[src/shared/task_file_pkg.sv]
// constants and carriers for the task file decode block
// ----------------------------------------------------------------------
// Behaviour
// host puts index on address lines, asserts one select, then one strobe
// host uses control select only for shadow status and control
// command select low and control select high reach all other registers
// index 0 data, 1 error/features, 7 status/command, 2-6 same both ways
// indexes 3-6 hold block address bits 0-7, 8-15, 16-23, 24-27
// isa adapter forms selects from io ranges, aen and a3
// wide transfer indication low whenever data register is addressed
// host uses upper byte lanes only while wide indication is active
// obsolete drive address read should not be answered
// this drive answers obsolete drive address reads for compatibility
// drive leaves data bit 7 undriven on obsolete drive address reads
// host holds reset low at least the minimum pulse width
// busy flag set within 400 ns of reset going inactive
// unused write bits ignored, unused read bits read as zero
// data register is a 16-bit path to the sector buffer
// both or neither select means no register and released data bus
// writes to control block other than control register are discarded
// ----------------------------------------------------------------------
`default_nettype none
package task_file_pkg;
  localparam logic [2:0] IDX_DATA = 3'h0;
  localparam logic [2:0] IDX_ERR_FEAT = 3'h1;
  localparam logic [2:0] IDX_COUNT = 3'h2;
  localparam logic [2:0] IDX_SECTOR = 3'h3;
  localparam logic [2:0] IDX_CYL_LO = 3'h4;
  localparam logic [2:0] IDX_CYL_HI = 3'h5;
  localparam logic [2:0] IDX_HEAD = 3'h6;
  localparam logic [2:0] IDX_STAT_CMD = 3'h7;
  localparam logic [2:0] IDX_SHADOW_CTL = 3'h6;
  localparam logic [2:0] IDX_LEGACY_ADDR = 3'h7;
  localparam int BUSY_BIT = 7;
  localparam int DATA_BIT7 = 7;
  localparam logic [7:0] BYTE_RESET = 8'h00;
  localparam logic [15:0] WORD_RESET = 16'h0000;
  localparam logic [15:0] LOW_BYTE_EN = 16'h00FF;
  localparam logic [15:0] WORD_EN = 16'hFFFF;
  localparam logic [15:0] LEGACY_EN = 16'h007F;
  localparam int CLK_PERIOD_NS = 8;
  localparam int BUSY_DELAY_MAX_NS = 400;
  localparam int BUSY_DELAY_CYC = BUSY_DELAY_MAX_NS / CLK_PERIOD_NS;

  typedef struct packed {
    logic command_block_select_n;
    logic control_block_select_n;
    logic [2:0] register_index_lines;
    logic read_strobe_n;
    logic write_strobe_n;
  } host_bus_s;

  typedef struct packed {
    logic [15:0] dout;
    logic [15:0] doe;
    logic wide_transfer_ind_n;
    logic wr_q;
    logic [7:0] feature_select;
    logic [7:0] transfer_sector_count;
    logic [7:0] sector_index_lba_low;
    logic [7:0] cylinder_low_lba_mid;
    logic [7:0] cylinder_high_lba_upper;
    logic [7:0] drive_head_select;
    logic [7:0] command_entry;
    logic [7:0] interface_control;
    logic [15:0] sector_data_port;
    logic command_strobe;
    logic data_wr_strobe;
    logic data_rd_strobe;
    logic rd_q;
    logic drive_busy_flag;
    logic hw_reset_q;
  } tf_state_s;
endpackage : task_file_pkg
`default_nettype wire

[src/verilog/ata_task_file_decode.sv]
// host-side register decode of the parallel disk port
`default_nettype none
module ata_task_file_decode
  import task_file_pkg::*;
(
  input wire logic mclk,
  input wire logic rst,
  input wire host_bus_s host,
  input wire logic hw_reset_n,
  input wire logic [15:0] data_in,
  input wire logic [7:0] last_error_flags,
  input wire logic [6:0] status_low,
  input wire logic [7:0] legacy_drive_address,
  input wire logic [15:0] buffer_rd_word,
  input wire logic busy_clear,
  output logic [15:0] data_out,
  output logic [15:0] data_oe,
  output logic wide_transfer_ind_n,
  output logic drive_busy_flag,
  output logic [7:0] feature_select,
  output logic [7:0] transfer_sector_count,
  output logic [7:0] sector_index_lba_low,
  output logic [7:0] cylinder_low_lba_mid,
  output logic [7:0] cylinder_high_lba_upper,
  output logic [7:0] drive_head_select,
  output logic [7:0] command_entry,
  output logic command_strobe,
  output logic [7:0] interface_control,
  output logic [15:0] buffer_wr_word,
  output logic buffer_wr_strobe,
  output logic buffer_rd_strobe
);
  tf_state_s s_q, s_d;
  logic cmd_sel, ctl_sel, rd_now, wr_now;
  logic [7:0] stat;
  localparam int BUSY_WIN = BUSY_DELAY_CYC;

  // ----------------------------------------------------------------------
  // decode
  // ----------------------------------------------------------------------
  // command block decode, R16 both or neither selects nothing
  assign cmd_sel = !host.command_block_select_n &&
                   host.control_block_select_n;
  assign ctl_sel = host.command_block_select_n &&
                   !host.control_block_select_n;
  assign rd_now = !host.read_strobe_n;
  assign wr_now = !host.write_strobe_n;
  // busy reported in status bit 7
  assign stat = {s_q.drive_busy_flag, status_low};

  always_comb begin
    s_d = s_q;
    s_d.wr_q = wr_now;
    s_d.rd_q = rd_now;
    s_d.hw_reset_q = !hw_reset_n;
    s_d.command_strobe = 1'b0;
    s_d.data_wr_strobe = 1'b0;
    s_d.data_rd_strobe = 1'b0;
    s_d.dout = WORD_RESET;
    s_d.doe = WORD_RESET;
    // wide indication follows address match to data register
    s_d.wide_transfer_ind_n = !(cmd_sel &&
                                host.register_index_lines == IDX_DATA);
    // read map, R14 unused bits zero
    if (rd_now && cmd_sel) begin
      s_d.doe = LOW_BYTE_EN;
      unique case (host.register_index_lines)
        // data register is a full word
        IDX_DATA: begin
          s_d.dout = buffer_rd_word;
          s_d.doe = WORD_EN;
        end
        IDX_ERR_FEAT: s_d.dout = {8'h00, last_error_flags};
        IDX_COUNT: s_d.dout = {8'h00, s_q.transfer_sector_count};
        IDX_SECTOR: s_d.dout = {8'h00, s_q.sector_index_lba_low};
        IDX_CYL_LO: s_d.dout = {8'h00, s_q.cylinder_low_lba_mid};
        IDX_CYL_HI: s_d.dout = {8'h00, s_q.cylinder_high_lba_upper};
        IDX_HEAD: s_d.dout = {8'h00, s_q.drive_head_select};
        IDX_STAT_CMD: s_d.dout = {8'h00, stat};
      endcase
    end else if (rd_now && ctl_sel) begin
      // indexes 0 to 5 stay released
      if (host.register_index_lines == IDX_SHADOW_CTL) begin
        s_d.dout = {8'h00, stat};
        s_d.doe = LOW_BYTE_EN;
      end else if (host.register_index_lines == IDX_LEGACY_ADDR) begin
        // answered for compatibility, R11 bit 7 released
        s_d.dout = {9'h000, legacy_drive_address[DATA_BIT7-1:0]};
        s_d.doe = LEGACY_EN;
      end
    end
    // a buffer read pulse once per strobe, on its leading edge
    if (rd_now && !s_q.rd_q && cmd_sel &&
        host.register_index_lines == IDX_DATA)
      s_d.data_rd_strobe = 1'b1;
    // writes take effect on the trailing edge, data is stable there
    if (s_q.wr_q && !wr_now) begin
      if (cmd_sel) begin
        // write map, R05 address bytes shared with chs fields
        unique case (host.register_index_lines)
          IDX_DATA: begin
            s_d.sector_data_port = data_in;
            s_d.data_wr_strobe = 1'b1;
          end
          IDX_ERR_FEAT: s_d.feature_select = data_in[7:0];
          IDX_COUNT: s_d.transfer_sector_count = data_in[7:0];
          IDX_SECTOR: s_d.sector_index_lba_low = data_in[7:0];
          IDX_CYL_LO: s_d.cylinder_low_lba_mid = data_in[7:0];
          IDX_CYL_HI: s_d.cylinder_high_lba_upper = data_in[7:0];
          IDX_HEAD: s_d.drive_head_select = data_in[7:0];
          IDX_STAT_CMD: begin
            s_d.command_entry = data_in[7:0];
            s_d.command_strobe = 1'b1;
          end
        endcase
      end else if (ctl_sel &&
                   host.register_index_lines == IDX_SHADOW_CTL) begin
        // only the control register takes writes
        s_d.interface_control = data_in[7:0];
      end
    end
    // busy raised one edge after reset release, well inside bound
    if (busy_clear)
      s_d.drive_busy_flag = 1'b0;
    if (s_q.hw_reset_q && hw_reset_n)
      s_d.drive_busy_flag = 1'b1;
  end

  always_ff @(posedge mclk) begin
    if (rst) begin
      s_q <= '0;
      s_q.wide_transfer_ind_n <= 1'b1;
      s_q.drive_busy_flag <= 1'b1;
    end else begin
      s_q <= s_d;
    end
  end

  assign data_out = s_q.dout;
  assign data_oe = s_q.doe;
  assign wide_transfer_ind_n = s_q.wide_transfer_ind_n;
  assign drive_busy_flag = s_q.drive_busy_flag;
  assign feature_select = s_q.feature_select;
  assign transfer_sector_count = s_q.transfer_sector_count;
  assign sector_index_lba_low = s_q.sector_index_lba_low;
  assign cylinder_low_lba_mid = s_q.cylinder_low_lba_mid;
  assign cylinder_high_lba_upper = s_q.cylinder_high_lba_upper;
  assign drive_head_select = s_q.drive_head_select;
  assign command_entry = s_q.command_entry;
  assign command_strobe = s_q.command_strobe;
  assign interface_control = s_q.interface_control;
  assign buffer_wr_word = s_q.sector_data_port;
  assign buffer_wr_strobe = s_q.data_wr_strobe;
  assign buffer_rd_strobe = s_q.data_rd_strobe;

  // ----------------------------------------------------------------------
  // checks
  // ----------------------------------------------------------------------
  a_wide_ind_match: assert property (@(posedge mclk) disable iff (rst)
    (cmd_sel && host.register_index_lines == IDX_DATA) |=>
    !wide_transfer_ind_n) else $error("wide indication missing");
  a_busy_after_rst: assert property (@(posedge mclk) disable iff (rst)
    ($rose(hw_reset_n) && $past(!hw_reset_n)) |-> ##[1:BUSY_WIN]
    drive_busy_flag) else $error("busy late after reset");
  a_bit7_released: assert property (@(posedge mclk) disable iff (rst)
    (rd_now && ctl_sel && host.register_index_lines == IDX_LEGACY_ADDR)
    |=> data_oe == LEGACY_EN) else $error("bit 7 driven");
  a_no_sel_quiet: assert property (@(posedge mclk) disable iff (rst)
    (!cmd_sel && !ctl_sel) |=> data_oe == WORD_RESET)
    else $error("bus driven without select");
  a_ctl_low_quiet: assert property (@(posedge mclk) disable iff (rst)
    (ctl_sel && host.register_index_lines < IDX_SHADOW_CTL) |=>
    data_oe == WORD_RESET) else $error("control low index driven");
  a_unused_zero: assert property (@(posedge mclk) disable iff (rst)
    (data_oe == LOW_BYTE_EN) |-> data_out[15:8] == 8'h00)
    else $error("unused bits nonzero");
  a_ctl_wr_drop: assert property (@(posedge mclk) disable iff (rst)
    (s_q.wr_q && !wr_now && ctl_sel &&
     host.register_index_lines != IDX_SHADOW_CTL) |=>
    $stable(interface_control)) else $error("control write taken");
  a_cmd_write: assert property (@(posedge mclk) disable iff (rst)
    (s_q.wr_q && !wr_now && cmd_sel &&
     host.register_index_lines == IDX_STAT_CMD) |=>
    command_strobe && command_entry == $past(data_in[7:0]))
    else $error("command not taken");
  a_data_word: assert property (@(posedge mclk) disable iff (rst)
    (rd_now && cmd_sel && host.register_index_lines == IDX_DATA) |=>
    data_oe == WORD_EN) else $error("data not full word");
  a_lba_low: assert property (@(posedge mclk) disable iff (rst)
    (s_q.wr_q && !wr_now && cmd_sel &&
     host.register_index_lines == IDX_SECTOR) |=>
    sector_index_lba_low == $past(data_in[7:0]))
    else $error("address low byte lost");
  a_busy_status: assert property (@(posedge mclk) disable iff (rst)
    (rd_now && cmd_sel && host.register_index_lines == IDX_STAT_CMD) |=>
    data_out[BUSY_BIT] == $past(drive_busy_flag))
    else $error("busy missing from status");
  a_rd_pulse_once: assert property (@(posedge mclk) disable iff (rst)
    (rd_now && s_q.rd_q) |=> !buffer_rd_strobe)
    else $error("buffer read pulsed twice");
  a_feat_write: assert property (@(posedge mclk) disable iff (rst)
    (s_q.wr_q && !wr_now && cmd_sel &&
     host.register_index_lines == IDX_ERR_FEAT) |=>
    feature_select == $past(data_in[7:0]))
    else $error("features write lost");
  a_wide_release: assert property (@(posedge mclk) disable iff (rst)
    !(cmd_sel && host.register_index_lines == IDX_DATA) |=>
    wide_transfer_ind_n) else $error("wide indication stuck");
  a_data_wr_word: assert property (@(posedge mclk) disable iff (rst)
    (s_q.wr_q && !wr_now && cmd_sel &&
     host.register_index_lines == IDX_DATA) |=>
    buffer_wr_strobe && buffer_wr_word == $past(data_in))
    else $error("data word write lost");
endmodule : ata_task_file_decode
`default_nettype wire

[config.mk]
export PLATFORM = sky130hd
export DESIGN_NAME = ata_task_file_decode
export DESIGN_NICKNAME = d
export VERILOG_FILES = /design/src/shared/task_file_pkg.sv /design/src/verilog/ata_task_file_decode.sv
export SDC_FILE = /design/constraint.sdc
export NUM_CORES = 1
export LEC_CHECK = 0
export BUFFER_PORTS_ARGS = -buffer_cell sky130_fd_sc_hd__buf_2
export CORE_UTILIZATION = 35
export CTS_CLUSTER_DIAMETER = 30
export CTS_CLUSTER_SIZE = 30
export DETAILED_ROUTE_END_ITERATION = 6
export GPL_TIMING_DRIVEN = 0
export PLACE_DENSITY = 0.71
export SETUP_SLACK_MARGIN = 0.05
export SYNTH_ARGS = -nofsm -noshare
export SYNTH_HDL_FRONTEND = slang
export SYNTH_SLANG_ARGS = --single-unit
[constraint.sdc]
create_clock -name mclk -period 3.5 [get_ports mclk]
set_input_delay 0 -clock mclk [delete_from_list [all_inputs] [get_ports mclk]]
set_output_delay 0 -clock mclk [all_outputs]
set_load 0.01 [all_outputs]
# After elaboration in Yosys (flattened, before gate mapping)
# Cells that the tools add are included.
# word_totals
register_bits,120
inputBits,66
wordCells,67
# classes
eq_ne,7
muxes,9
n_bitwise,2
n_reduce_logical,30
# ops
op,n
16-bit one-hot mux with 8 select lines,1
24-bit two-way mux,2
32-bit two-way mux,1
3-bit AND reduction,9
23-bit two-way mux,1
16-bit two-way mux,1
3-bit == test (second input constant),4
1-bit logical AND,11
1-bit zero test,7
3-bit by 2-bit == test with 1-bit output (second input constant),2
3-bit by 1-bit == test with 1-bit output (second input constant),1
3-bit zero test,1
1-bit two-way mux,3
3-bit OR reduction,1
1-bit NOT,2
2-bit OR reduction,1

# Depth between registers and ports, before layout
# Gate-level depths: netlist of run 1.
# depth
depth_word,5
ltp_mapped,7

# Worst setup path after synthesis of run 1
# OpenSTA, ideal clock, no wires.
# synth_path
path_type,reg2reg
from,register s_q[86] (netlist name)
to,register s_q (netlist bit feature_select[4])
setup_time_ns,0.128
arrival_ns,1.301
t_required_ns,3.372
path_slack_ns,2.071
path_stages_with_launch,5
n_path_buf,0
cell_sequence,dfxtp_1 nand4b_4 nor4_4 mux2i_1 nor2_1
# synth_via
elab_chain_len,2
# synth_rtl
element,line_no,rtl
"start, declared",ata_task_file_decode.sv:33,"tf_state_s s_q, s_d;"
1-bit logical AND,ata_task_file_decode.sv:97,if (s_q.wr_q && !wr_now) begin
3-bit AND reduction (no source line),-,
# Every way passes these cells.
# A chain may end at the register's enable or synchronous reset.

# Final worst setup path of run 1
# layout_path
from,input host[1] (netlist name)
to,register s_q (netlist bit data_out[5])
# layout_via
elab_chain_len,4
elab_cells_between_ends,5
classes_between,2 x mux; 3 x reduce/logical
# layout_rtl
element,line_no,rtl
"start, declared",ata_task_file_decode.sv:8,"input wire host_bus_s host,"
1-bit zero test *,ata_task_file_decode.sv:46,assign rd_now = !host.read_strobe_n;
1-bit logical AND,ata_task_file_decode.sv:81,end else if (rd_now && ctl_sel) begin
24-bit two-way mux,ata_task_file_decode.sv:81,
32-bit two-way mux *,ata_task_file_decode.sv:65,if (rd_now && cmd_sel) begin
# Mark *: on every way between the ends. The rest lies on a longest branch, timed or not.

==> results of run 1 <==
## final timing paths
path | to | cells past startpoint
worst max-delay path | data_out[5] | 7
worst min-delay path | data_out[4] | 3
worst max register to register | feature_select[3] | 4
worst min register to register | buffer_rd_strobe | 1
## cells in the mapped netlist, drive strengths merged
cell type | n | share of area (%)
buf | 131 | 18
dfxtp | 107 | 41
mux2i | 72 | 14
nor2 | 72 | 5.2
nand2 | 37 | 2.7
a21oi | 19 | 1.8
clkbuf | 19 | 1.4
o21ai | 12 | 1.2
nand2b | 10 | 1.2
nand3 | 9 | 1.2
and3 | 8 | 0.96
nor2b | 8 | 0.96
o22ai | 8 | 0.96
a22oi | 7 | 1.0
nor3 | 7 | 1.1
a211oi | 6 | 0.86
a32o | 5 | 0.96
o32ai | 5 | 0.84
inv | 4 | 0.29
nor4 | 4 | 1.3
mux4 | 2 | 0.86
nand4b | 2 | 0.62
or3 | 2 | 0.24
a21boi | 1 | 0.14
a221o | 1 | 0.19
a221oi | 1 | 0.17
a22o | 1 | 0.17
and3b | 1 | 0.17
and4b | 1 | 0.19
nand3b | 1 | 0.14
nand4 | 1 | 0.12
o221ai | 1 | 0.17
o2bb2ai | 1 | 0.17
o31a | 1 | 0.17
## power by group
group,leakage [nW],switching (mW),internal (mW)
clock,0.133,0.456,0.502
sequential,0.863,0.00520,1.22
combinational,2.49,0.127,0.0949
## per-layer routing
layer  share of wire (%)  routed length (µm)
met5               0.052                   8
met2                  46                7110
met3                 7.3                1130
met1                  45                7030
met4                 1.6                 242
## critical path: cells and delay by family
| kind | cells | cell delay, ps |
|---|---|---|
| buf+inv | 4 | 1620 |
| simple gates | 1 | 530 |
| compound gates | 2 | 350 |
## cell type report
type / count / area, µm² / share of cell area [%]
multi-input combinational: 306 / 2060 / 29.9
tap: 184 / 230 / 3.33
sequential: 107 / 2140 / 31.0
inverter: 4 / 15.0 / 0.217
buffer: 150 / 1000 / 14.5
clock inverter: 4 / 26.3 / 0.381
timing repair buffer: 203 / 1180 / 17.0
antenna: 1 / 2.50 / 0.0362
clock buffer: 12 / 246 / 3.57
## logic make-up (layout without fill, tap and decap cells)
logic type      after synthesis  after routing  synth area share, %
compound gates               69             69                 8.77
buf+inv                     154            373                 19.5
flops                       107            107                 41.0
mux                          74             74                 14.7
other cells                   0              1                    0
simple gates                163            163                 16.1
## sequential cells by signal (all words and copies together) (netlist names), 8 cells and up
| name | cells |
|---|---|
| command_entry | 8 |
| cylinder_high_lba_upper | 8 |
| feature_select | 8 |
| sector_index_lba_low | 8 |
| cylinder_low_lba_mid | 8 |
| drive_head_select | 8 |
| transfer_sector_count | 8 |
| interface_control | 8 |
| buffer_wr_word | 16 |
| data_out | 16 |
## per-stage QoR
step / hold WS (ps) / utilization, % / cells
final: 19.4 / 47.5 / 971
after global routing: 32.6 / 47.5 / 970
after CTS: 7.54 / 47.5 / 970
after detailed placement: 177 / 43.4 / 922
after global placement: 171 / 43.4 / 922
after floorplan: 66.7 / - / 567
## layout by cell type (no fill, tap or decap), types with 10 or more instances in the layout
master         Yosys  layout
nand2b_1          10      10
buf_4            114     114
clkbuf_1          19      21
nand2_1           36      36
nor2_1            71      71
dfxtp_1          107     107
mux2i_1           72      72
a21oi_1           19      19
o21ai_0           12      12
dlygate4sd3_1      0      32
buf_2              9     180
==> results.json, run 1 <==
{
  "run_status": "complete, no violations",
  "first_iter_violations": 260,
  "chipHeight_um": 124,
  "finalCritPeriodShare_pct": 63.2,
  "synthDistinctLibCells": 43,
  "route.vias.total": 4561,
  "clock-root-buffer": "clkbuf_16",
  "global_route.usage.met3_pct": 5.31,
  "synth_warnings": 0,
  "nets": 847,
  "synth-seq-cells": 107,
  "worstReg2RegStart": "s_q[86]",
  "worst_setup_sp_type": "primary input",
  "worst_path_maximum_fanout": 10,
  "synthesis.instances": 567,
  "wl_per_cell_um": 16.0,
  "setup-tns-final_ps": 0,
  "fin_crit_ps": 2210,
  "die_width_um": 124,
  "relSlewSlack_pct": 29.9,
  "ys_seq_area_share_pct": 41.0,
  "final_layout_size_suffix_gt1_share_pct": 41.1,
  "fmaxAchievable_ghz": 0.452,
  "power.static_leakage_nw": 3.49,
  "power_density_nw_per_um2": 349,
  "cts_hold_buf": 32,
  "detail_route.first_pass.iterations": 5,
  "timing.hold.worst.start": "legacy_drive_address[4]",
  "pre_cts_slack_ps": 1580,
  "timing_max_transition_violations_final": 0,
  "max_slew.worst_pin.slew_ps": 1040,
  "cts_buffer_depth": 2,
  "tritoncts": "done",
  "grt_pass1_wl_um": 22500,
  "syn-cell-area_um2": 5220,
  "vdd_ir_drop_max_uv": 221,
  "finalHoldViolations": 0,
  "cts.sinks": 107,
  "worst-setup-path-type": "in -> reg",
  "insertion_delay_of_the_later_clocked_pin_in_the_worst_skew_pair_ps": 350,
  "fillers": 1437,
  "grt_pass1_vias": 4053,
  "regToRegSetupSlack_ps": 1600,
  "stdcell_area_um2": 6900,
  "grt_antenna_before_repair": 1,
  "hp-class": "in -> reg",
  "cts.clk_slew.worst_paths_ps": 70,
  "routed_wl_um": 15500,
  "antenna_violating_nets_post_route": 0,
  "mappedNetlistNets": 633,
  "worstPathCellList": "dlygate4sd3_1, buf_2, nor3_1, clkbuf_1, o21ai_0, o22ai_1, dlygate4sd3_1",
  "arrival_ps": 2500,
  "global_route.usage.met2_pct": 31.8,
  "detail_route.drc_violations": 0,
  "area.growth.synth_to_final_pct": 32.2,
  "grt_max_degree": 17,
  "grt_util_met1_pct": 26.3,
  "via_per_inst": 4.70,
  "syn_area_per_cell_um2": 9.21,
  "totalPowerFinal_mw": 2.41,
  "start_util_pct": 35.9,
  "critPathRequiredTime_ps": 3790,
  "cap_viol_max_count": 0,
  "buffer_ports.inserted": 171,
  "number_of_levels_the_h_tree_was_split_into": 3,
  "clock_skew_ps": 6.27,
  "critPathSlowestCell": "dlygate4sd3_1",
  "critPathMostFrequentCell": "dlygate4sd3_1",
  "kind_of_end_point_of_the_critical_path": "register",
  "rsz_0062_raised_after_global_routing": "false",
  "post_cts_resize_count": 0,
  "cts_buffers": 9,
  "fp.dieArea_um2": 15400,
  "setup_ws_ps": 1290,
  "boundaryPins": 183,
  "grt_busiest_layer": "met2",
  "crit_path_start": "host[1]",
  "routabilityCongestion": 0.840,
  "timing.critical_path.slowest_cell_delay_ps": 570,
  "floorplan.rows": 44,
  "dpl-instance-area_um2": 6310,
  "cts_post_setup_buffers_inserted": 0,
  "final-setup-viol-count": 0,
  "grt_overflow_total": 0,
  "dp.final_hpwl_um": 11300,
  "grt_usage_pct": 19.9,
  "floorplan.core_area_um2": 14500
}
Note: power is estimated with default switching activity, not from simulation.
==> run 2: changes to the inputs <==
==> constraint.sdc (replaced) <==
create_clock -name mclk -period 2.3 [get_ports mclk]
set_input_delay 0 -clock mclk [delete_from_list [all_inputs] [get_ports mclk]]
set_output_delay 0 -clock mclk [all_outputs]
set_load 0.01 [all_outputs]
==> run 2 against run 1 <==
Worst hold slack barely moved. Register-to-register slack worse by 1200 ps. First-iteration DRC count rose by 3.8%. Critical path type unchanged. Critical endpoint is now data_out[0]. Largest cell class unchanged.
==> results.json, run 2 (same netlist as run 1, synthesis figures left out) <==
{
  "grt_antenna_before_repair": 1,
  "power.static_leakage_nw": 3.49,
  "cts.clk_slew.worst_paths_ps": 70,
  "fp.dieArea_um2": 15400,
  "max_slew.worst_pin.slew_ps": 1050,
  "worst_setup_sp_type": "primary input",
  "p_sw_uw": 893,
  "clock_skew_ps": 5.56,
  "cts_post_setup_buffers_inserted": 0,
  "timing.critical_path.slowest_cell_delay_ps": 680,
  "kind_of_end_point_of_the_critical_path": "register",
  "area.growth.synth_to_final_pct": 32.3,
  "cellInternalPower_mw": 2.77,
  "finalCritPeriodShare_pct": 90.1,
  "routed_wl_um": 15500,
  "boundaryPins": 183,
  "nets": 847,
  "pwr-share-comb_pct": 9.2,
  "relSlewSlack_pct": 29.7,
  "via_per_inst": 4.72,
  "timing.hold.ws_ps": 19.6,
  "start_util_pct": 35.9,
  "routabilityCongestion": 0.840,
  "route.vias.total": 4582,
  "buffer_ports.inserted": 171,
  "run_status": "complete, no violations",
  "fmaxAchievable_ghz": 0.483,
  "dp.final_hpwl_um": 11300,
  "tritoncts": "done",
  "cap_viol_max_count": 0,
  "chipHeight_um": 124,
  "cts.sinks": 107,
  "worstPathCellList": "dlygate4sd3_1, buf_2, nor4_2, a22oi_1, o22ai_1, dlygate4sd3_1",
  "fin_crit_ps": 2070,
  "arrival_ps": 2360,
  "insertion_delay_of_the_later_clocked_pin_in_the_worst_skew_pair_ps": 350,
  "sw_share_pct": 24.4,
  "wl_per_cell_um": 16.0,
  "fillers": 1436,
  "grt_max_degree": 17,
  "first_iter_violations": 270,
  "mostFrequentLayoutCell": "buf_2",
  "leading_cell_types_in_the_layout_fill_and_taps_excluded": "180 x buf_2, 114 x buf_4, 107 x dfxtp_1, 72 x mux2i_1, 71 x nor2_1",
  "timing.critical_path.buf_inv": 3,
  "finalHoldViolations": 0,
  "critPathSlowestCell": "nor4_2",
  "vdd_ir_drop_max_uv": 335,
  "detail_route.drc_violations": 0,
  "clock-root-buffer": "clkbuf_16",
  "grt_overflow_total": 0,
  "worst_path_maximum_fanout": 8,
  "timing_max_transition_violations_final": 0,
  "worstReg2RegStart": "s_q[86]",
  "floorplan.rows": 44,
  "crit_path_start": "host[1]",
  "critPathMostFrequentCell": "dlygate4sd3_1",
  "rsz_0062_raised_after_global_routing": "false",
  "clk_network_pwr_share_pct": 39.7,
  "hp-class": "in -> reg",
  "die_width_um": 124,
  "grt_usage_pct": 19.9,
  "crit_family": "buffers and inverters",
  "grt_pass1_wl_um": 22500,
  "grt_pass1_vias": 4053,
  "cts_buffer_depth": 2,
  "timing.hold.worst.start": "legacy_drive_address[4]",
  "setup-tns-final_ps": 0,
  "detail_route.first_pass.iterations": 5,
  "final_layout_size_suffix_gt1_share_pct": 41.2,
  "final-setup-viol-count": 0,
  "power_density_nw_per_um2": 530,
  "number_of_levels_the_h_tree_was_split_into": 3,
  "worst-setup-path-type": "in -> reg",
  "p_seq_share_pct": 51.1,
  "critPathRequiredTime_ps": 2590,
  "antenna_violating_nets_post_route": 0,
  "cts_buffers": 9,
  "floorplan.core_area_um2": 14500
}
[run 2: cell counts in the layout (fill, tap and decap cells not counted)]
Identical to the previous run, type by type.
[run 2: worst reg2reg max path, delay by kind of cell, from the launching register on]
family	cells	cell delay, ps
DFF	1	400
muxes	1	290
and+or+nand+nor	3	1090
[run 2: layout make-up]
| cell class | count | area [µm²] | share of cell area [%] |
|---|---|---|---|
| sequential | 107 | 2140 | 31.0 |
| multi-input combinational | 306 | 2070 | 29.9 |
| timing repair buffer | 203 | 1180 | 17.0 |
| buffer | 150 | 1000 | 14.5 |
| clock buffer | 12 | 246 | 3.57 |
| tap | 184 | 230 | 3.33 |
| clock inverter | 4 | 26.3 | 0.380 |
| inverter | 4 | 15.0 | 0.217 |
| antenna | 1 | 2.50 | 0.0362 |
[run 2: final timing paths]
path | cells past startpoint | endpoint | slack, ps
setup reg to reg | 4 | feature_select[3] | 400
hold / removal | 3 | data_out[4] | 20
setup / recovery | 6 | data_out[0] | 230
hold reg to reg | 1 | buffer_rd_strobe | 420
[run 2: metrics by stage]
step	std cells	total power, mW	setup WS [ps]	util, %	cell area [µm²]
floorplan	567	2.08	871	-	5220
global placement	922	2.21	401	43.4	6310
detailed placement	922	2.21	377	43.4	6310
CTS	970	3.71	133	47.5	6900
global route	970	3.79	61.2	47.5	6910
finish	971	3.66	228	47.5	6910
[run 2: power groups by stage]
stage	Sequential (mW)	Combinational (mW)	Clock [mW]
3_3_place_gp	1.91	0.295	0
5_1_grt	1.87	0.366	1.55
3_5_place_dp	1.91	0.297	0
4_1_cts	1.87	0.337	1.50
6_report	1.87	0.338	1.45
2_1_floorplan	1.91	0.165	0
[run 2: per-layer routing]
metal / vias up / track usage (%) / share of wire [%]
met2: 182 / 31.8 / 46
met5: - / 0 / 0.052
li1: 2254 / - / -
met3: 18 / 5.31 / 7.3
met4: 2 / 5.73 / 1.6
met1: 2126 / 26.3 / 45
[run 2: timing repair]
item                                    in CTS  in global routing
hold endpoints to repair                    28                  0
resized for setup                            0                  1
endpoints found under the setup margin       0                  5
hold buffers                                32                  0
==> run 3: changes to the inputs <==
==> constraint.sdc (replaced) <==
create_clock -name mclk -period 2 [get_ports mclk]
set_input_delay 0 -clock mclk [delete_from_list [all_inputs] [get_ports mclk]]
set_output_delay 0 -clock mclk [all_outputs]
set_load 0.01 [all_outputs]
==> run 3 against run 2 <==
Cell count grew 0.10%. Sequential share of layout area shrank 0.067 points. Combinational power is 16% higher. Sequential power up 15%. Core utilization grew 0.10 points. Wire length decreased by 0.15%. Total power increased by 15%. Clock power up 16%. Highest routed layer unchanged. Critical path depth decreased by 2.
==> results.json, run 3 (same netlist as run 1, synthesis figures left out) <==
{
  "max_slew.worst_pin.slew_ps": 851,
  "multi_input_area_um2": 2060,
  "tritoncts": "done",
  "grt_max_degree": 17,
  "boundaryPins": 183,
  "setup_ws_ps": 282,
  "cts_buffers": 9,
  "wl_per_cell_um": 15.9,
  "finalHoldViolations": 0,
  "chipHeight_um": 124,
  "dr_wl_met3_um": 1150,
  "setup-tns-final_ps": 0,
  "clock_skew_ps": 5.60,
  "route.vias.total": 4574,
  "buffer_ports.inserted": 171,
  "first_iter_violations": 259,
  "clock-root-buffer": "clkbuf_16",
  "highest_layer": "met5",
  "cap_viol_max_count": 0,
  "insertion_delay_of_the_later_clocked_pin_in_the_worst_skew_pair_ps": 350,
  "fp.dieArea_um2": 15400,
  "critPathRequiredTime_ps": 2230,
  "antenna_violating_nets_post_route": 0,
  "fin_crit_ps": 1720,
  "run_status": "complete, no violations",
  "rsz_0062_raised_after_global_routing": "false",
  "grt_antenna_before_repair": 1,
  "routabilityCongestion": 0.840,
  "final-setup-viol-count": 0,
  "grt_pass1_vias": 4049,
  "worst-setup-path-type": "reg -> reg",
  "start_util_pct": 35.9,
  "leading_cell_types_in_the_layout_fill_and_taps_excluded": "180 x buf_2, 114 x buf_4, 107 x dfxtp_1, 72 x mux2i_1, 71 x nor2_1",
  "fmaxAchievable_ghz": 0.582,
  "die_width_um": 124,
  "cts_buffer_depth": 2,
  "arrival_ps": 1940,
  "detail_route.drc_violations": 0,
  "regToRegSetupSlack_ps": 280,
  "cts.clk_slew.worst_paths_ps": 70,
  "floorplan.core_area_um2": 14500,
  "nets": 848,
  "power.static_leakage_nw": 3.48,
  "worst_setup_sp_type": "register",
  "kind_of_end_point_of_the_critical_path": "register",
  "vdd_ir_drop_max_uv": 387,
  "area.growth.synth_to_final_pct": 32.6,
  "final_layout_size_suffix_gt1_share_pct": 41.2,
  "worst_path_maximum_fanout": 8,
  "hp-class": "in -> reg",
  "power_density_nw_per_um2": 609,
  "timing_max_transition_violations_final": 0,
  "grt_usage_pct": 19.9,
  "number_of_levels_the_h_tree_was_split_into": 3,
  "finalCritPeriodShare_pct": 85.9,
  "fillers": 1433,
  "routed_wl_um": 15500,
  "detail_route.first_pass.iterations": 5,
  "cts.sinks": 107,
  "route.layer.met1.wl_um": 6980,
  "dp.final_hpwl_um": 11300,
  "relSlewSlack_pct": 42.8,
  "pre_cts_slack_ps": 77.0,
  "grt_overflow_total": 0,
  "mostFrequentLayoutCell": "buf_2",
  "floorplan.rows": 44,
  "sequential_cell_area_um2": 2140,
  "grt_pass1_wl_um": 22400,
  "via_per_inst": 4.71,
  "wl_met2_um": 7120
}
-- run 3: changes by cell type in the layout (fill, tap and decap cells not counted), sizes merged --
cell,previous run,this run
buf,302,303
-- run 3: path summary, 6_finish.rpt --
kind	start	to	cells after the start
setup / recovery	s_q[86]	interface_control[7]	4
hold / removal	status_low[2]	data_out[2]	3
setup reg to reg	s_q[86]	interface_control[7]	4
hold reg to reg	s_q[2]	buffer_rd_strobe	1
-- run 3: layout make-up --
cell class,count,area share [%]
multi-input cells,306,29.8
well taps,184,3.32
repair buffers,204,17.3
flip-flops and latches,107,30.9
inverters,4,0.217
clock inverters,4,0.379
clock buffers,12,3.56
plain buffers,150,14.5
diodes,1,0.0361
-- run 3: what timing repair did --
action / 4_1_cts / 5_1_grt
hold endpoints to repair: 28 / 0
setup buffers: 0 / 1
hold buffers: 32 / 0
endpoints found under the setup margin: 0 / 6
gates resized for setup: 0 / 0
-- run 3: report_power, final --
part	switching [mW]	leakage [nW]	internal [mW]
Sequential	0.00895	0.863	2.14
Combinational	0.222	2.49	0.171
Clock	0.797	0.133	0.878
Total	1.03	3.48	3.19
-- run 3: worst max-delay path, cell delays in order (launching register included) --
cell,delay (ps)
dfxtp_1,400
nand2_1,110
nor4_4,760
mux2i_1,270
nor2_1,60
-- run 3: metal layers --
layer	global-route usage, %	up-vias
met3	5.31	18
met4	5.73	2
met5	0	-
met2	31.7	171
met1	26.2	2133
li1	-	2250
-- run 3: through the flow --
| step | utilization, % | area (µm²) | power [mW] | std cells | hold slack [ps] |
|---|---|---|---|---|---|
| after global placement | 43.4 | 6310 | 2.54 | 922 | 171 |
| after global routing | 47.6 | 6920 | 4.36 | 971 | 16.8 |
| after floorplan | - | 5220 | 2.39 | 567 | 66.7 |
| after CTS | 47.5 | 6900 | 4.27 | 970 | 1.82 |
| after detailed placement | 43.4 | 6310 | 2.54 | 922 | 177 |
| final | 47.6 | 6920 | 4.22 | 972 | 11.9 |
